### config.mk
export PLATFORM = sky130hd
export DESIGN_NAME = ssl_loader
export DESIGN_NICKNAME = d
export VERILOG_FILES = /design/src/shared/ssl_pkg.sv /design/src/shared/ssl_bit_if.sv /design/src/ssl_bit_engine.sv /design/src/ssl_loader.sv
export SDC_FILE = /design/constraint.sdc
export NUM_CORES = 1
export LEC_CHECK = 0
export BUFFER_PORTS_ARGS = -buffer_cell sky130_fd_sc_hd__buf_2
export CAP_MARGIN = 25
export CORE_ASPECT_RATIO = 0.7
export CORE_UTILIZATION = 44
export DETAILED_ROUTE_END_ITERATION = 7
export PLACE_DENSITY = 0.71
export SETUP_SLACK_MARGIN = 0.5
export SLEW_MARGIN = 20
export SYNTH_ARGS = -nofsm -noshare
export SYNTH_HDL_FRONTEND = slang
export SYNTH_SLANG_ARGS = --single-unit
### constraint.sdc
create_clock -name CLK -period 3.5 [get_ports CLK]
set_input_delay 0.525 -clock CLK [delete_from_list [all_inputs] [get_ports CLK]]
set_output_delay 0.525 -clock CLK [all_outputs]
set_load 0.01 [all_outputs]
### src/shared/ssl_pkg.sv
/*
  ssl_pkg: constants and types for the subsystem identity serial loader.
  Assumes a 40 MHz core clock and a two-wire EEPROM with pull-ups on both lines.
*/
package ssl_pkg;
  // configuration space offsets (byte addresses, function 0 and 1)
  localparam logic [7:0] IDENT_OFS = 8'h40;
  localparam logic [7:0] SYSCTL_OFS = 8'h80;
  localparam logic [7:0] STATUS_OFS = 8'h85;
  localparam logic [7:0] STATUS_DW_OFS = {STATUS_OFS[7:2], 2'b00};
  localparam int STATUS_LANE = int'(STATUS_OFS[1:0]);
  // field positions
  localparam int LOCK_BIT = 5;
  localparam int PRESENT_BIT = 2;
  localparam int ERR_BIT = 1;
  localparam int BUSY_BIT = 0;
  // reset values
  localparam logic [31:0] SYSCTL_RST = 32'h0000_0020;
  localparam logic [31:0] IDENT_RST = 32'h0000_0000;
  // eeprom addressing
  localparam logic [6:0] EE_DEV_ADDR = 7'h50;
  localparam logic [7:0] EE_WORD_ADDR = 8'h00;
  localparam int EE_BYTES = 4;
  // sequence steps
  localparam logic [3:0] STEP_START1 = 4'h0;
  localparam logic [3:0] STEP_DEV_WR = 4'h1;
  localparam logic [3:0] STEP_WORD = 4'h2;
  localparam logic [3:0] STEP_START2 = 4'h3;
  localparam logic [3:0] STEP_DEV_RD = 4'h4;
  localparam logic [3:0] STEP_DATA0 = 4'h5;
  localparam logic [3:0] STEP_STOP = 4'h9;
  localparam logic [3:0] ACK_SLOT = 4'h8;
  // timing
  localparam int CLK_NS = 25;
  localparam int SCL_HALF_NS = 5000;
  localparam int QTR_CYC = (SCL_HALF_NS / 2 + CLK_NS - 1) / CLK_NS;
  localparam int DETECT_NS = 1000;
  localparam int DETECT_CYC = (DETECT_NS + CLK_NS - 1) / CLK_NS;
  localparam int STRETCH_NS = 100000;
  localparam int STRETCH_CYC = STRETCH_NS / CLK_NS;
  // bit-level commands
  typedef enum logic [1:0] {BC_START, BC_STOP, BC_WRITE, BC_READ} ssl_bcmd_t;
endpackage : ssl_pkg

### src/shared/ssl_bit_if.sv
/*
  ssl_bit_if: link between the byte sequencer and the bit engine.
  Assumes both ends run on the same core clock.
*/
`timescale 1ns/10ps
interface ssl_bit_if;
  import ssl_pkg::*;
  logic req;
  ssl_bcmd_t cmd;
  logic wbit;
  logic abort;
  logic done;
  logic rx;
  logic fault;
  logic sda_s;
  logic scl_s;
  logic sda_lo;
  logic scl_lo;
  modport ctl (output req, cmd, wbit, abort, sda_s, scl_s, input done, rx, fault, sda_lo, scl_lo);
  modport eng (input req, cmd, wbit, abort, sda_s, scl_s, output done, rx, fault, sda_lo, scl_lo);
endinterface : ssl_bit_if

### src/ssl_bit_engine.sv
/*
  ssl_bit_engine: plays one start, stop, write bit or read bit on the two-wire bus.
  Assumes synchronised line inputs and open-drain pads driven from sda_lo/scl_lo.
*/
`timescale 1ns/10ps
module ssl_bit_engine import ssl_pkg::*; #(
  parameter int QTR = QTR_CYC,
  parameter int STRETCH_MAX = STRETCH_CYC
) (
  input wire logic clk,
  input wire logic rst_n,
  ssl_bit_if.eng bus
);
  typedef enum logic {E_IDLE, E_RUN} ssl_est_t;

  ssl_est_t st_q, st_d;
  ssl_bcmd_t cmd_q, cmd_d;
  logic wbit_q, wbit_d;
  logic [1:0] ph_q, ph_d;
  logic [15:0] cnt_q, cnt_d;
  logic [17:0] stall_q, stall_d;
  logic sda_lo_q, sda_lo_d, scl_lo_q, scl_lo_d;
  logic rx_q, rx_d, done_q, done_d, fault_q, fault_d;

  // line levels per command and quarter: {scl low, sda low}
  // condition and bit shapes
  function automatic logic [1:0] lines(ssl_bcmd_t c, logic [1:0] p, logic b);
    logic [1:0] r;
    r = 2'b00;
    unique case (c)
      BC_START: r = (p == 2'd0) ? 2'b10 : (p == 2'd1) ? 2'b00 : (p == 2'd2) ? 2'b01 : 2'b11;
      BC_STOP: r = (p == 2'd0) ? 2'b11 : (p == 2'd1) ? 2'b01 : 2'b00;
      BC_WRITE: r = {(p == 2'd0) || (p == 2'd3), ~b};
      BC_READ: r = {(p == 2'd0) || (p == 2'd3), 1'b0};
    endcase
    return r;
  endfunction : lines

  // quarter sequencing with clock stretch wait
  always_comb begin
    st_d = st_q;
    cmd_d = cmd_q;
    wbit_d = wbit_q;
    ph_d = ph_q;
    cnt_d = cnt_q;
    stall_d = stall_q;
    sda_lo_d = sda_lo_q;
    scl_lo_d = scl_lo_q;
    rx_d = rx_q;
    done_d = 1'b0;
    fault_d = fault_q;
    if (bus.abort) begin
      st_d = E_IDLE;
      sda_lo_d = 1'b0;
      scl_lo_d = 1'b0;
    end else begin
      unique case (st_q)
        E_IDLE: if (bus.req) begin
          st_d = E_RUN;
          cmd_d = bus.cmd;
          wbit_d = bus.wbit;
          ph_d = 2'd0;
          cnt_d = '0;
          stall_d = '0;
          fault_d = 1'b0;
          {scl_lo_d, sda_lo_d} = lines(bus.cmd, 2'd0, bus.wbit);
        end
        E_RUN: begin
          if (ph_q != 2'd0 && ph_q != 2'd3 && !bus.scl_s && !scl_lo_q) begin
            // slave holds the clock low
            stall_d = stall_q + 18'd1;
            if (stall_q == 18'(STRETCH_MAX - 1)) begin
              fault_d = 1'b1;
              done_d = 1'b1;
              st_d = E_IDLE;
              sda_lo_d = 1'b0;
              scl_lo_d = 1'b0;
            end
          end else if (cnt_q == 16'(QTR - 1)) begin
            cnt_d = '0;
            // sample during the clock-high window
            if (ph_q == 2'd2) begin
              rx_d = bus.sda_s;
            end
            if (ph_q == 2'd3) begin
              st_d = E_IDLE;
              done_d = 1'b1;
            end else begin
              ph_d = ph_q + 2'd1;
              {scl_lo_d, sda_lo_d} = lines(cmd_q, ph_q + 2'd1, wbit_q);
            end
          end else begin
            cnt_d = cnt_q + 16'd1;
          end
        end
      endcase
    end
  end

  // engine registers
  always_ff @(posedge clk) begin
    if (!rst_n) begin
      st_q <= E_IDLE;
      cmd_q <= BC_STOP;
      wbit_q <= 1'b1;
      ph_q <= 2'd0;
      cnt_q <= '0;
      stall_q <= '0;
      sda_lo_q <= 1'b0;
      scl_lo_q <= 1'b0;
      rx_q <= 1'b1;
      done_q <= 1'b0;
      fault_q <= 1'b0;
    end else begin
      st_q <= st_d;
      cmd_q <= cmd_d;
      wbit_q <= wbit_d;
      ph_q <= ph_d;
      cnt_q <= cnt_d;
      stall_q <= stall_d;
      sda_lo_q <= sda_lo_d;
      scl_lo_q <= scl_lo_d;
      rx_q <= rx_d;
      done_q <= done_d;
      fault_q <= fault_d;
    end
  end

  assign bus.sda_lo = sda_lo_q;
  assign bus.scl_lo = scl_lo_q;
  assign bus.rx = rx_q;
  assign bus.done = done_q;
  assign bus.fault = fault_q;
endmodule : ssl_bit_engine

### src/ssl_loader.sv
/*
  ssl_loader: subsystem identity register with serial EEPROM load at reset,
  write-lock control and load status, reached through configuration accesses.
  Assumes pull-ups on SDA and SCL, pads that turn *_OE into a low drive,
  and configuration strobes on the core clock.
*/
//
// Behaviour
// - identity dword at 40h answers in function 0 and function 1
// - identity read-only unless write-lock bit 5 of 80h is cleared
// - after primary bus reset the identity loads from the EEPROM
// - suspend blocks primary and global reset from the core and loader
// - load only when a pull-up on the data line is seen
// - read four bytes from word address 00h with auto increment
// - byte at address 0 becomes the most significant byte
// - EEPROM is addressed as target 1010000b
// - idle bus leaves both lines released and pulled high
// - start drives data low, stop lets data rise with clock high
// - one bit per clock pulse, data steady while clock is high
// - after each sent byte release data, clock once, expect low ack
// - after each received byte drive data low on the ack clock
// - bit 2 of status at 85h shows the pull-up was seen
// - any load error such as missing ack sets bit 1
// - bit 0 of status is set throughout the load only
// - any undefined condition ends the load with the error bit
//
`timescale 1ns/10ps
module ssl_loader import ssl_pkg::*; #(
  parameter int QTR = QTR_CYC,
  parameter int DETECT = DETECT_CYC,
  parameter int STRETCH_MAX = STRETCH_CYC
) (
  input wire logic CLK,
  input wire logic RST_N,
  input wire logic PRIMARY_BUS_RESET_N,
  input wire logic GLOBAL_RESET_IN_N,
  input wire logic SUSPEND_N,
  input wire logic [2:0] CFG_FUNC,
  input wire logic [7:0] CFG_ADDR,
  input wire logic [3:0] CFG_BE,
  input wire logic CFG_WR,
  input wire logic CFG_RD,
  input wire logic [31:0] CFG_WDATA,
  output logic [31:0] CFG_RDATA,
  output logic CFG_RDVALID,
  input wire logic SDA_IN,
  output logic SDA_OUT,
  output logic SDA_OE,
  input wire logic SCL_IN,
  output logic SCL_OUT,
  output logic SCL_OE
);
  typedef enum logic [2:0] {S_DETECT, S_IDLE, S_ISSUE, S_WAIT, S_STOP} ssl_st_t;

  localparam int NSYNC = 5;

  ssl_bit_if bus ();

  logic [NSYNC-1:0] sync1_q, sync2_q;
  logic sda_s, scl_s, primary_bus_reset_s, global_reset_in_s, susp_s;
  logic core_rst;
  logic hit, wr_id, wr_ctl, rd_hit;

  ssl_st_t st_q, st_d;
  logic [3:0] step_q, step_d;
  logic [3:0] bit_q, bit_d;
  logic [31:0] shreg_q, shreg_d;
  logic [15:0] dcnt_q, dcnt_d;
  logic fail_q, fail_d;
  logic [31:0] ident_q, ident_d;
  logic [31:0] sysctl_q, sysctl_d;
  logic present_q, present_d;
  logic err_q, err_d;
  logic busy_q, busy_d;
  logic [31:0] rdata_q, rdata_d;
  logic rdvalid_q, rdvalid_d;

  // bit command for a step and bit slot
  function automatic ssl_bcmd_t op_cmd(logic [3:0] s, logic [3:0] b);
    ssl_bcmd_t c;
    c = BC_WRITE;
    if (s == STEP_START1 || s == STEP_START2) begin
      c = BC_START;
    end else if (s == STEP_STOP) begin
      c = BC_STOP;
    end else if (s >= STEP_DATA0) begin
      c = (b == ACK_SLOT) ? BC_WRITE : BC_READ;
    end else begin
      c = (b == ACK_SLOT) ? BC_READ : BC_WRITE;
    end
    return c;
  endfunction : op_cmd

  // bit value sent for a step and bit slot
  function automatic logic op_bit(logic [3:0] s, logic [3:0] b);
    logic [7:0] byt;
    byt = 8'h00;
    if (s == STEP_DEV_WR) begin
      byt = {EE_DEV_ADDR, 1'b0};
    end else if (s == STEP_DEV_RD) begin
      byt = {EE_DEV_ADDR, 1'b1};
    end else if (s == STEP_WORD) begin
      byt = EE_WORD_ADDR;
    end
    if (s >= STEP_DATA0 || b == ACK_SLOT) begin
      return 1'b0;
    end
    return byt[3'(7 - b)];
  endfunction : op_bit

  // two-stage synchronisers for pins
  always_ff @(posedge CLK) begin
    if (!RST_N) begin
      sync1_q <= 5'h1f;
      sync2_q <= 5'h1f;
    end else begin
      sync1_q <= {SDA_IN, SCL_IN, PRIMARY_BUS_RESET_N, GLOBAL_RESET_IN_N, SUSPEND_N};
      sync2_q <= sync1_q;
    end
  end

  assign {sda_s, scl_s, primary_bus_reset_s, global_reset_in_s, susp_s} = sync2_q;

  assign core_rst = susp_s && (!primary_bus_reset_s || !global_reset_in_s);

  assign hit = (CFG_FUNC <= 3'd1);
  assign wr_id = hit && CFG_WR && (CFG_ADDR == IDENT_OFS);
  assign wr_ctl = hit && CFG_WR && (CFG_ADDR == SYSCTL_OFS);
  assign rd_hit = hit && CFG_RD;

  // bit engine hookup
  assign bus.sda_s = sda_s;
  assign bus.scl_s = scl_s;
  assign bus.abort = core_rst;
  assign bus.req = (st_q == S_ISSUE);
  assign bus.cmd = op_cmd(step_q, bit_q);
  assign bus.wbit = op_bit(step_q, bit_q);

  ssl_bit_engine #(
    .QTR(QTR),
    .STRETCH_MAX(STRETCH_MAX)
  ) u_bits (
    .clk(CLK),
    .rst_n(RST_N),
    .bus(bus)
  );

  // load sequencer and register file next state
  always_comb begin
    st_d = st_q;
    step_d = step_q;
    bit_d = bit_q;
    shreg_d = shreg_q;
    dcnt_d = dcnt_q;
    fail_d = fail_q;
    ident_d = ident_q;
    sysctl_d = sysctl_q;
    present_d = present_q;
    err_d = err_q;
    busy_d = busy_q;
    rdvalid_d = rd_hit;
    rdata_d = rdata_q;
    // host side writes
    for (int i = 0; i < 4; i++) begin
      if (wr_id && !sysctl_q[LOCK_BIT] && CFG_BE[i]) begin
        ident_d[8*i +: 8] = CFG_WDATA[8*i +: 8];
      end
      if (wr_ctl && CFG_BE[i]) begin
        sysctl_d[8*i +: 8] = CFG_WDATA[8*i +: 8];
      end
    end
    if (core_rst) begin
      st_d = S_DETECT;
      dcnt_d = '0;
      ident_d = IDENT_RST;
      sysctl_d = SYSCTL_RST;
      present_d = 1'b0;
      err_d = 1'b0;
      busy_d = 1'b0;
      fail_d = 1'b0;
    end else begin
      unique case (st_q)
        S_DETECT: begin
          dcnt_d = dcnt_q + 16'd1;
          if (dcnt_q == 16'(DETECT - 1)) begin
            present_d = sda_s;
            if (sda_s) begin
              st_d = S_ISSUE;
              step_d = STEP_START1;
              bit_d = '0;
              fail_d = 1'b0;
              err_d = 1'b0;
              busy_d = 1'b1;
            end else begin
              st_d = S_IDLE;
            end
          end
        end
        S_IDLE: begin
          st_d = S_IDLE;
        end
        S_ISSUE: begin
          st_d = S_WAIT;
        end
        S_WAIT: if (bus.done) begin
          st_d = S_ISSUE;
          if (bus.fault && step_q != STEP_STOP) begin
            fail_d = 1'b1;
            step_d = STEP_STOP;
            bit_d = '0;
          end else if (step_q == STEP_STOP) begin
            st_d = S_IDLE;
            busy_d = 1'b0;
            if (fail_q || bus.fault) begin
              err_d = 1'b1;
            end else begin
              ident_d = shreg_q;
            end
          end else if (step_q == STEP_START1 || step_q == STEP_START2) begin
            step_d = step_q + 4'd1;
          end else if (bit_q != ACK_SLOT) begin
            bit_d = bit_q + 4'd1;
            if (step_q >= STEP_DATA0) begin
              shreg_d = {shreg_q[30:0], bus.rx};
            end
          end else begin
            bit_d = '0;
            if (step_q < STEP_DATA0 && bus.rx) begin
              fail_d = 1'b1;
              step_d = STEP_STOP;
            end else begin
              step_d = step_q + 4'd1;
            end
          end
        end
        default: begin
          st_d = S_ISSUE;
          step_d = STEP_STOP;
          bit_d = '0;
          fail_d = 1'b1;
        end
      endcase
    end
    // read data mux
    if (rd_hit) begin
      rdata_d = 32'h0000_0000;
      if (CFG_ADDR == IDENT_OFS) begin
        rdata_d = ident_q;
      end else if (CFG_ADDR == SYSCTL_OFS) begin
        rdata_d = sysctl_q;
      end else if (CFG_ADDR == STATUS_DW_OFS) begin
        rdata_d[8*STATUS_LANE +: 8] = {5'h00, present_q, err_q, busy_q};
      end
    end
  end

  // core registers
  always_ff @(posedge CLK) begin
    if (!RST_N) begin
      st_q <= S_DETECT;
      step_q <= STEP_START1;
      bit_q <= '0;
      shreg_q <= '0;
      dcnt_q <= '0;
      fail_q <= 1'b0;
      ident_q <= IDENT_RST;
      sysctl_q <= SYSCTL_RST;
      present_q <= 1'b0;
      err_q <= 1'b0;
      busy_q <= 1'b0;
      rdata_q <= '0;
      rdvalid_q <= 1'b0;
    end else begin
      st_q <= st_d;
      step_q <= step_d;
      bit_q <= bit_d;
      shreg_q <= shreg_d;
      dcnt_q <= dcnt_d;
      fail_q <= fail_d;
      ident_q <= ident_d;
      sysctl_q <= sysctl_d;
      present_q <= present_d;
      err_q <= err_d;
      busy_q <= busy_d;
      rdata_q <= rdata_d;
      rdvalid_q <= rdvalid_d;
    end
  end

  assign SDA_OUT = 1'b0;
  assign SCL_OUT = 1'b0;
  // engine changes data only with clock low, except for start and stop
  assign SDA_OE = bus.sda_lo;
  assign SCL_OE = bus.scl_lo;
  assign CFG_RDATA = rdata_q;
  assign CFG_RDVALID = rdvalid_q;
endmodule : ssl_loader

==> results of run 1 <==
==> worst min-delay path by stage <==
| stage | startpoint | endpoint | slack [ps] |
|---|---|---|---|
| floorplan | sync1_q[0] | sync2_q[0] | 390 |
| global placement | sync1_q[1] | sync2_q[1] | 400 |
| detailed placement | sync1_q[1] | sync2_q[1] | 390 |
| CTS | SCL_IN | sync1_q[3] | 200 |
| global route | PRIMARY_BUS_RESET_N | sync1_q[2] | 200 |
| finish | SCL_IN | sync1_q[3] | 200 |
==> flip-flops by register name (all words and copies together), names as in the netlist, 2 cells and up <==
signal,count
CFG_RDATA,32
bit_q,4
dcnt_q,16
ident_q,32
shreg_q,32
st_q,2
step_q,4
sync1_q,5
sync2_q,5
sysctl_q,32
u_bits.cmd_q,2
u_bits.cnt_q,16
u_bits.ph_q,2
u_bits.stall_q,18
==> cell type report <==
type | instances | area (um2) | area share [%]
clock buffers | 32 | 577 | 5.39
clock inverters | 6 | 109 | 1.02
repair buffers | 110 | 616 | 5.75
inverters | 24 | 90.1 | 0.842
multi-input cells | 803 | 4680 | 43.7
flip-flops and latches | 214 | 4280 | 40.0
well taps | 276 | 345 | 3.23
==> critical path, cell delays in order (launching register included) <==
cell and delay, ps:
sky130_fd_sc_hd__dfxtp_1 430, sky130_fd_sc_hd__or4b_1 490, sky130_fd_sc_hd__o41a_1 550, sky130_fd_sc_hd__or4b_4 620, sky130_fd_sc_hd__or4_1 410, sky130_fd_sc_hd__a21oi_1 140
==> timing repair <==
item / CTS / global route
resized for setup: 0 / 2
endpoints found under the setup margin: 0 / 28
hold buffers: 0 / 0
==> power by group through the flow <==
| stage | Sequential (mW) | Clock (mW) | Combinational (mW) |
|---|---|---|---|
| after CTS | 2.47 | 2.33 | 0.200 |
| after global placement | 2.53 | 0 | 0.193 |
| after floorplan | 2.54 | 0 | 0.0943 |
| after global routing | 2.48 | 2.44 | 0.222 |
| final | 2.47 | 2.30 | 0.199 |
| after detailed placement | 2.53 | 0 | 0.199 |
==> routing by layer <==
| metal | vias up | part of all wire, % | global-route usage [%] |
|---|---|---|---|
| met5 | - | 0 | 0 |
| met4 | 0 | 1.5 | 4.35 |
| met3 | 28 | 5.1 | 2.71 |
| met2 | 216 | 41 | 29.1 |
| met1 | 3760 | 52 | 29.9 |
| li1 | 4041 | - | - |
==> cells in the final DEF (no fill, tap or decap), types with 5 or more instances in the layout <==
| master | n |
|---|---|
| sky130_fd_sc_hd__nand2b_1 | 17 |
| sky130_fd_sc_hd__o21ai_0 | 83 |
| sky130_fd_sc_hd__xnor2_1 | 25 |
| sky130_fd_sc_hd__ha_1 | 19 |
| sky130_fd_sc_hd__nor2_1 | 60 |
| sky130_fd_sc_hd__inv_1 | 23 |
| sky130_fd_sc_hd__o211ai_1 | 5 |
| sky130_fd_sc_hd__buf_4 | 20 |
| sky130_fd_sc_hd__xor2_1 | 11 |
| sky130_fd_sc_hd__and4_1 | 5 |
| sky130_fd_sc_hd__a21oi_1 | 149 |
| sky130_fd_sc_hd__nand2_1 | 173 |
| sky130_fd_sc_hd__buf_2 | 89 |
| sky130_fd_sc_hd__nand3_1 | 28 |
| sky130_fd_sc_hd__a31oi_1 | 8 |
| sky130_fd_sc_hd__and3_1 | 11 |
| sky130_fd_sc_hd__nor3_1 | 25 |
| sky130_fd_sc_hd__nand4_1 | 14 |
| sky130_fd_sc_hd__or3_1 | 12 |
| sky130_fd_sc_hd__clkbuf_1 | 10 |
| sky130_fd_sc_hd__nor4_1 | 10 |
| sky130_fd_sc_hd__a22oi_1 | 31 |
| sky130_fd_sc_hd__clkbuf_16 | 21 |
| sky130_fd_sc_hd__dfxtp_1 | 214 |
| sky130_fd_sc_hd__or4_1 | 7 |
| sky130_fd_sc_hd__mux2i_1 | 41 |
==> kinds of logic (layout without fill, tap and decap cells) <==
kind of cell | Yosys count | in the layout | synth area share, %
muxes | 42 | 42 | 4.55
and+or+nand+nor | 398 | 398 | 20.8
adders and majority gates | 19 | 19 | 2.57
buffers and inverters | 90 | 172 | 3.73
other | 1 | 2 | 0.0405
AOI/OAI and AO/OA | 306 | 306 | 18.7
DFF | 214 | 214 | 46.2
xor gates and xnor gates | 36 | 36 | 3.40
==> per-stage QoR <==
stage,power [mW],area (um2),utilization [%],cells,hold WS (ps)
3_3_place_gp,2.72,9980,48.2,1426,396
3_5_place_dp,2.73,10000,48.3,1427,392
6_report,4.98,10700,51.7,1465,201
5_1_grt,5.14,10700,51.7,1465,202
2_1_floorplan,2.63,9270,-,1107,386
4_1_cts,5.01,10700,51.6,1465,195
==> reports/summary.log, run 1 <==
[critical_path] number of cells traversed by the worst register-to-register path 5
[floorplan] y dimension of the die 123 um
[clocking] clock-pin slew on the worst setup and hold paths 70 ps
[power_and_ir_drop] switching portion of total power 21.8%
[detailed_routing] Final Routed Wirelength 21900 um
[synthesis] cell taking the most area after synthesis sky130_fd_sc_hd__dfxtp_1
[floorplan] boundary pin count 93
[synthesis] post-synthesis instance area 9270 um2
[sta] Worst Slack Setup Final 769 ps
[sta] setup repair after global routing missed its margin no
[placement] placed wire-length estimate after detailed placement 15000 um
[sta] Final Hold Viols 0
[critical_path] critical path start-end classification flip-flop to flip-flop
[sta] clock skew after layout 20.8 ps
[synthesis] Unique masters post-synth 59
[floorplan] area enclosed by the die boundary 21700 um2
[sta] Slew @ Worst Pin 1020 ps
[clocking] total setup buffers inserted after CTS 0
[job] MaxCap Viol Count 0
[placement] routability congestion estimate 0.827
[detailed_routing] drt via density 5.49
[synthesis] synth warn 0
[clocking] number of levels in the clock H-tree 1
[global_routing] All-Layer GR Usage 19.6%
[floorplan] die span in x 175 um
[sta] Setup-failing EPs final 0
[detailed_routing] routed vias 8045
[detailed_routing] routed wire length per instance 14.9 um
[synthesis] share of flip-flops with an asynchronous set or reset 0%
[power_and_ir_drop] relative contribution of combinational cells to total power 4.0%
[sta] Setup TNS Final 0 ps
[clocking] insertion delay to the later sink of the worst-skew pair 510 ps
[critical_path] R2R Setup Slk 770 ps
[cells_and_area] Ant. Diodes 0
[sta] maximum clock frequency 366 MHz
[cells_and_area] Layout Nets 1249
[worst_hold_path] type of the worst min-delay path input port to flip-flop
[critical_path] Critical path destination bit_q[2]
[critical_path] data required time of the critical path 3920 ps
[cells_and_area] filler cell count 1977
[detailed_routing] initial drt markers 581
[floorplan] number of placement rows 44
[sta] Pins Over Slew Limit 0
[critical_path] end of the worst register-to-register path bit_q[2]
[floorplan] placeable core region 20700 um2
[synthesis] Main synth FF type sky130_fd_sc_hd__dfxtp_1
[critical_path] Setup crit end kind flip-flop
[clocking] clock tree buffer depth 3
[synthesis] number of flops mapped to enable cells by yosys 0
[clocking] TritonCTS clock tree yes
[power_and_ir_drop] switching component of the power 1.08 mW
[power_and_ir_drop] sequential fraction of design power 49.7%
[synthesis] area share of the largest cell type after synthesis 46.2%
[power_and_ir_drop] clock share of power 46.3%
[synthesis] Mean Syn Cell Area 8.38 um2
[global_routing] largest net degree at the start of global routing 65
[clocking] clk root buf sky130_fd_sc_hd__clkbuf_16
[synthesis] portion of the post-synthesis area used by sequential elements 46.2%
[power_and_ir_drop] internal power 3.89 mW
[clocking] CTS sink cnt 214
[synthesis] number of standard cells after synthesis 1106
[synthesis] Yosys reg bits 214
[detailed_routing] detailed-router iteration count before antenna repair 5
[power_and_ir_drop] leakage power total 4.00 nW
[placement] post-placement worst setup slack 522 ps
[critical_path] origin of the critical flop-to-flop path dcnt_q[2]
[detailed_routing] Post-route DRC 0
[critical_path] CP startpoint kind flip-flop
[sta] min Tclk post-route 2730 ps
[global_routing] total grt overflow 0
[global_routing] number of antenna violations at the first check in global routing 0
[synthesis] leading post-synthesis cells by cell area sky130_fd_sc_hd__dfxtp_1 46%, sky130_fd_sc_hd__a21oi_1 8.0%, sky130_fd_sc_hd__nand2_1 7.0%
[placement] number of buffers added on ports 89
[global_routing] global-route wire length before repair 35200 um
[sta] period utilization 78.0%
[synthesis] cell types with the highest counts after synthesis 214 x sky130_fd_sc_hd__dfxtp_1, 174 x sky130_fd_sc_hd__nand2_1, 149 x sky130_fd_sc_hd__a21oi_1
[clocking] total CTS buffers 21
[floorplan] effective utilization at floorplan 44.8%
[critical_path] launching instance or port of the critical path dcnt_q[2]
[critical_path] worst path arrival time 3150 ps
[global_routing] number of global-route vias before repair 7027
[status] run status completed
[detailed_routing] number of nets still failing antenna checks after routing 0
[cells_and_area] share of cells above drive strength 1 13.1%
[power_and_ir_drop] maximum ir drop on the vdd rail 0.259 mV
[sta] headroom to the max-slew limit 32.2%
[cells_and_area] signed area change from the synthesized netlist to the final layout 15.5%
[worst_hold_path] hold path cells 2
[synthesis] most used standard cell by instance count after synthesis sky130_fd_sc_hd__dfxtp_1
[critical_path] critical path peak fanout 7
[power_and_ir_drop] P per Cell Area 465 nW/um2
Power figures use the tool's default switching activity.
==> inputs of run 2 (changes only) <==
- clock period: 3.5 -> 2.85 ns (I/O delays scaled with it)
==> run 2 against run 1 <==
  * Clock-buffer cell count shrank 3
  * Wire length grew 3.1%
  * Sequential power grew 23%
  * Via count grew 1.5%
  * Power grew 29%
  * Global-route usage grew 1.0 points
  * Combinational power grew 25%
  * Worst hold slack lost 92 ps
  * Final area grew 4.6%
  * First-iteration DRC count shrank 4.8%
  * Critical path type unchanged
  * Highest routed layer unchanged
==> reports/summary.log, run 2 (synthesis gave the netlist of run 1 again) <==
[status] run status completed
[critical_path] worst path arrival time 2960 ps
[power_and_ir_drop] relative contribution of combinational cells to total power 3.9%
[global_routing] global-route wire length before repair 36800 um
[clocking] clk root buf sky130_fd_sc_hd__clkbuf_16
[critical_path] CP startpoint kind flip-flop
[critical_path] crit-path max cell delay 560 ps
[clocking] total CTS buffers 22
[sta] setup repair after global routing missed its margin yes
[placement] number of buffers added on ports 89
[sta] clock skew after layout 8.93 ps
[global_routing] number of global-route vias before repair 7304
[cells_and_area] Ant. Diodes 0
[critical_path] origin of the critical flop-to-flop path dcnt_q[6]
[floorplan] y dimension of the die 123 um
[detailed_routing] initial drt markers 553
[critical_path] launching instance or port of the critical path dcnt_q[6]
[clocking] clock-pin slew on the worst setup and hold paths 60 ps
[clocking] CTS sink cnt 214
[power_and_ir_drop] leakage power total 4.23 nW
[cells_and_area] Layout Nets 1278
[global_routing] All-Layer GR Usage 20.7%
[critical_path] critical path start-end classification flip-flop to flip-flop
[sta] Setup-failing EPs final 0
[clocking] post-cts hold buffer count 0
[clocking] clock tree buffer depth 3
[power_and_ir_drop] P per Cell Area 572 nW/um2
[power_and_ir_drop] maximum ir drop on the vdd rail 0.374 mV
[floorplan] die span in x 175 um
[critical_path] data required time of the critical path 3280 ps
[global_routing] total grt overflow 0
[clocking] TritonCTS clock tree yes
[sta] period utilization 88.7%
[detailed_routing] Post-route DRC 0
[placement] routability congestion estimate 0.893
[detailed_routing] number of nets still failing antenna checks after routing 0
[floorplan] area enclosed by the die boundary 21700 um2
[critical_path] end of the worst register-to-register path bit_q[2]
[cells_and_area] signed area change from the synthesized netlist to the final layout 20.8%
[placement] placed wire-length estimate after detailed placement 15200 um
[power_and_ir_drop] clock share of power 48.6%
[critical_path] Critical path destination bit_q[2]
[critical_path] crit-path leading delay family simple AND/OR/NAND/NOR gates
[placement] post-placement worst setup slack 273 ps
[clocking] insertion delay to the later sink of the worst-skew pair 500 ps
[critical_path] Setup crit end kind flip-flop
[sta] headroom to the max-slew limit 44.2%
[clocking] number of levels in the clock H-tree 1
[sta] Worst Slack Setup Final 323 ps
[sta] Setup TNS Final 0 ps
[critical_path] cell with the biggest individual delay on the critical path sky130_fd_sc_hd__or4b_4
[global_routing] largest net degree at the start of global routing 43
[detailed_routing] routed vias 8166
[sta] maximum clock frequency 396 MHz
[power_and_ir_drop] switching portion of total power 21.1%
[floorplan] boundary pin count 93
[cells_and_area] share of cells above drive strength 1 18.9%
[critical_path] number of buffers and inverters on the critical path 0
[detailed_routing] routed wire length per instance 15.1 um
[floorplan] effective utilization at floorplan 44.8%
[sta] min Tclk post-route 2530 ps
[job] MaxCap Viol Count 0
[cells_and_area] commonest cells after routing, fill and taps aside 201 x sky130_fd_sc_hd__dfxtp_1, 172 x sky130_fd_sc_hd__nand2_1, 147 x sky130_fd_sc_hd__a21oi_1, 89 x sky130_fd_sc_hd__buf_2, 82 x sky130_fd_sc_hd__o21ai_0
[power_and_ir_drop] switching component of the power 1.35 mW
[sta] Final Hold Viols 0
[sta] Pins Over Slew Limit 0
[floorplan] placeable core region 20700 um2
[global_routing] number of antenna violations at the first check in global routing 0
[critical_path] critical path peak fanout 7
[detailed_routing] Final Routed Wirelength 22600 um
[floorplan] number of placement rows 44
[worst_hold_path] type of the worst min-delay path input port to flip-flop
[critical_path] CP dominant cell by count sky130_fd_sc_hd__or4_4
[detailed_routing] drt via density 5.47
[critical_path] series of cell instances along the critical path or4_4 > o41a_1 > or4b_4 > or4_4 > a21oi_2
[critical_path] total stage count of the critical path 5
[cells_and_area] most common library cell in the layout ignoring fill and taps sky130_fd_sc_hd__dfxtp_1
[critical_path] number of cells traversed by the worst register-to-register path 5
[power_and_ir_drop] internal power 5.05 mW
[critical_path] R2R Setup Slk 320 ps
[power_and_ir_drop] sequential fraction of design power 47.5%
[sta] Slew @ Worst Pin 835 ps
[detailed_routing] detailed-router iteration count before antenna repair 5
run 2: cell types whose count changed in the layout (fill, tap and decap cells not counted), sizes merged:
cell / before / now
inv: 25 / 24
clkinv: 2 / 6
clkbuf: 32 / 29
bufinv: 3 / 4
buf: 110 / 138
run 2: area by class of cell:
class,instances,area (um2)
Clock buffer,29,638
Clock inverter,10,161
Fill cell,1938,9510
Inverter,24,90.1
Multi-Input combinational cell,803,4810
Sequential cell,214,4310
Tap cell,276,345
Timing Repair Buffer,138,842
run 2: repair_timing:
item | CTS | global route
gates resized for setup | 14 | 26
gates cloned | 0 | 0
setup buffers | 3 | 7
pin swaps | 8 | 13
endpoints found under the setup margin | 15 | 59
run 2: stage by stage:
step / cells / utilization [%] / total power, mW / hold WS [ps] / cell area [um2]
global route: 1494 / 54.1 / 6.62 / 104 / 11200
CTS: 1487 / 53.4 / 6.44 / 97.6 / 11000
floorplan: 1107 / - / 3.23 / 386 / 9300
global placement: 1445 / 49.2 / 3.35 / 391 / 10200
detailed placement: 1445 / 49.2 / 3.35 / 393 / 10200
finish: 1494 / 54.1 / 6.40 / 109 / 11200
run 2: power groups by stage:
stage | Sequential (mW) | Combinational [mW] | Clock, mW
after floorplan | 3.11 | 0.117 | 0
after global placement | 3.11 | 0.242 | 0
after detailed placement | 3.11 | 0.244 | 0
after CTS | 3.04 | 0.247 | 3.16
after global routing | 3.04 | 0.275 | 3.30
final | 3.04 | 0.248 | 3.11
run 2: worst min-delay path by stage:
| stage | depth (start not counted) | slack [ps] | start | end |
|---|---|---|---|---|
| 2_1_floorplan | 1 | 390 | sync1_q[0] | sync2_q[0] |
| 3_3_place_gp | 1 | 390 | sync1_q[3] | sync2_q[3] |
| 3_5_place_dp | 1 | 390 | sync1_q[3] | sync2_q[3] |
| 4_1_cts | 2 | 100 | SDA_IN | sync1_q[4] |
| 5_1_grt | 2 | 100 | GLOBAL_RESET_IN_N | sync1_q[1] |
| 6_report | 2 | 110 | SDA_IN | sync1_q[4] |
run 2: worst register-to-register path, delay by kind of cell, from the launching register on:
| family | cells | cell delay (ps) |
|---|---|---|
| flip-flops | 1 | 320 |
| AO/OA/AOI/OAI | 2 | 630 |
| AND/OR/NAND/NOR | 3 | 1510 |
run 2: routing by layer:
| metal | global-route usage, % | vias up | wire (um) |
|---|---|---|---|
| met5 | 0 | - | 0 |
| met4 | 4.67 | 0 | 334 |
| met3 | 2.68 | 24 | 1330 |
| met2 | 29.8 | 220 | 9100 |
| met1 | 32.2 | 3805 | 11800 |
| li1 | - | 4117 | - |
==> inputs of run 3 (changes only) <==
- PLACE_DENSITY: 0.71 -> 0.72
==> run 3 against run 2 <==
  * Critical endpoint is now step_q[1]
  * Sequential power about the same
  * Power down 5.6%
  * Sequential share of layout area up 0.39 points
  * Highest routed layer unchanged
  * Register-to-register slack got worse by 70 ps
  * Final area decreased by 1.2%
  * Final cell count is 0.40% lower
  * First-iteration DRC count increased by 33%
  * Sequential cell count stayed put
==> reports/summary.log, run 3 (synthesis gave the netlist of run 1 again) <==
[cells_and_area] Ant. Diodes 0
[sta] Setup-failing EPs final 0
[detailed_routing] number of nets still failing antenna checks after routing 0
[detailed_routing] initial drt markers 735
[clocking] post-cts hold buffer count 0
[status] run status completed
[global_routing] global-route wire length before repair 36600 um
[critical_path] cell with the biggest individual delay on the critical path sky130_fd_sc_hd__or4_4
[critical_path] worst path arrival time 3020 ps
[worst_hold_path] type of the worst min-delay path input port to flip-flop
[detailed_routing] routed vias 8168
[power_and_ir_drop] P per Cell Area 547 nW/um2
[critical_path] origin of the critical flop-to-flop path dcnt_q[3]
[global_routing] total grt overflow 0
[cells_and_area] share of cells above drive strength 1 18.3%
[placement] number of buffers added on ports 89
[placement] placed cell area 10100 um2
[detailed_routing] Final Routed Wirelength 22400 um
[cells_and_area] final instance count without filler cells 1488
[floorplan] y dimension of the die 123 um
[job] MaxCap Viol Count 0
[power_and_ir_drop] sequential fraction of design power 50.3%
[sta] Slew @ Worst Pin 800 ps
[detailed_routing] routed wire length per instance 15.1 um
[detailed_routing] drt via density 5.49
[global_routing] largest net degree at the start of global routing 66
[power_and_ir_drop] maximum ir drop on the vdd rail 0.360 mV
[clocking] number of levels in the clock H-tree 1
[sta] maximum clock frequency 385 MHz
[clocking] CTS sink cnt 214
[sta] headroom to the max-slew limit 46.5%
[power_and_ir_drop] switching portion of total power 22.3%
[floorplan] effective utilization at floorplan 44.8%
[sta] period utilization 91.2%
[cells_and_area] final design utilization 53.4%
[cells_and_area] Layout Nets 1272
[floorplan] placeable core region 20700 um2
[floorplan] number of placement rows 44
[floorplan] boundary pin count 93
[global_routing] global-route track usage on met2 30.6%
[clocking] total CTS buffers 21
[global_routing] number of antenna violations at the first check in global routing 0
[placement] placed wire-length estimate after detailed placement 14900 um
[floorplan] die span in x 175 um
[clocking] insertion delay to the later sink of the worst-skew pair 500 ps
[cells_and_area] most common library cell in the layout ignoring fill and taps sky130_fd_sc_hd__dfxtp_1
[critical_path] number of cells traversed by the worst register-to-register path 6
[cells_and_area] signed area change from the synthesized netlist to the final layout 19.3%
[critical_path] Setup crit end kind flip-flop
[sta] Pins Over Slew Limit 0
[global_routing] busiest metal layer after global routing met2
[power_and_ir_drop] leakage power total 4.15 nW
[critical_path] CP startpoint kind flip-flop
[worst_hold_path] HP Start PRIMARY_BUS_RESET_N
[power_and_ir_drop] internal power 4.70 mW
[critical_path] crit-path max cell delay 540 ps
[placement] placed cell count 1437
[sta] setup repair after global routing missed its margin yes
[worst_hold_path] hold path cells 2
[global_routing] number of global-route vias before repair 7284
[critical_path] R2R Setup Slk 250 ps
[cells_and_area] commonest cells after routing, fill and taps aside 206 x sky130_fd_sc_hd__dfxtp_1, 171 x sky130_fd_sc_hd__nand2_1, 147 x sky130_fd_sc_hd__a21oi_1, 89 x sky130_fd_sc_hd__buf_2, 82 x sky130_fd_sc_hd__o21ai_0
[power_and_ir_drop] switching component of the power 1.35 mW
[critical_path] series of cell instances along the critical path or4_4 > o41a_1 > buf_4 > or3_4 > or4_4 > a21oi_1
[power_and_ir_drop] relative contribution of combinational cells to total power 4.1%
[detailed_routing] Post-route DRC 0
[power_and_ir_drop] clock share of power 45.7%
[sta] Setup TNS Final 0 ps
[sta] Final Hold Viols 0
[critical_path] critical path start-end classification flip-flop to flip-flop
[placement] routability congestion estimate 0.859
[sta] clock skew after layout 16.0 ps
[detailed_routing] detailed-router iteration count before antenna repair 5
[clocking] TritonCTS clock tree yes
[global_routing] GR met1 Demand/Resource 30.5%
[critical_path] data required time of the critical path 3270 ps
[critical_path] CP dominant cell by count sky130_fd_sc_hd__or4_4
[clocking] clk root buf sky130_fd_sc_hd__clkbuf_16
[clocking] clock tree buffer depth 3
[global_routing] global routing usage on met3 3.38%
[worst_hold_path] Worst Hold End sync1_q[2]
[floorplan] area enclosed by the die boundary 21700 um2
[critical_path] end of the worst register-to-register path step_q[1]
[global_routing] All-Layer GR Usage 20.4%
[clocking] clock-pin slew on the worst setup and hold paths 60 ps
[sta] min Tclk post-route 2600 ps
[critical_path] critical path peak fanout 3
[cells_and_area] cell area after layout 11100 um2
run 3: worst max-delay path by stage:
stage               cells past startpoint            end        start
CTS                                     5       bit_q[2]    dcnt_q[8]
floorplan                               6  CFG_RDATA[28]  CFG_ADDR[1]
global placement                        6       bit_q[2]      st_q[0]
finish                                  6      step_q[1]    dcnt_q[3]
global route                            8       bit_q[2]    step_q[1]
detailed placement                      6       bit_q[2]      st_q[0]
run 3: metal layers:
metal  vias up  share of wire, %
met5         -                 0
met4         0               1.2
met3        22               5.7
met2       223                43
met1      3827                50
li1       4096                 -
run 3: power by group through the flow:
| stage | combinational [mW] | sequential, mW | clock, mW |
|---|---|---|---|
| 6_report | 0.245 | 3.04 | 2.76 |
| 5_1_grt | 0.274 | 3.04 | 2.96 |
| 4_1_cts | 0.244 | 3.04 | 2.82 |
| 3_5_place_dp | 0.241 | 3.11 | 0 |
| 3_3_place_gp | 0.239 | 3.10 | 0 |
| 2_1_floorplan | 0.117 | 3.11 | 0 |
run 3: stage by stage:
stage	setup slack, ps	hold WS, ps	total power [mW]
after floorplan	423	386	3.23
after global placement	335	390	3.34
after detailed placement	294	392	3.35
after CTS	316	87.7	6.10
after global routing	209	84.9	6.27
final	252	101	6.04
run 3: final cells by class:
type | instances | area [um2]
fillers | 1959 | 9640
multi-input cells | 803 | 4820
flip-flops and latches | 214 | 4300
repair buffers | 133 | 813
clock buffers | 29 | 606
well taps | 276 | 345
inverters | 24 | 90.1
clock inverters | 9 | 82.6
run 3: worst max-delay path, delay by kind of cell (launching register included):
kind,cells,cell delay (ps)
AO/OA/AOI/OAI,2,610
buffers and inverters,1,170
AND/OR/NAND/NOR,3,1400
flip-flops,1,330
run 3: timing repair:
item	CTS	global route
pin swaps	9	12
setup buffers	7	6
hold endpoints to repair	0	0
endpoints found under the setup margin	18	23
gates resized for setup	12	26
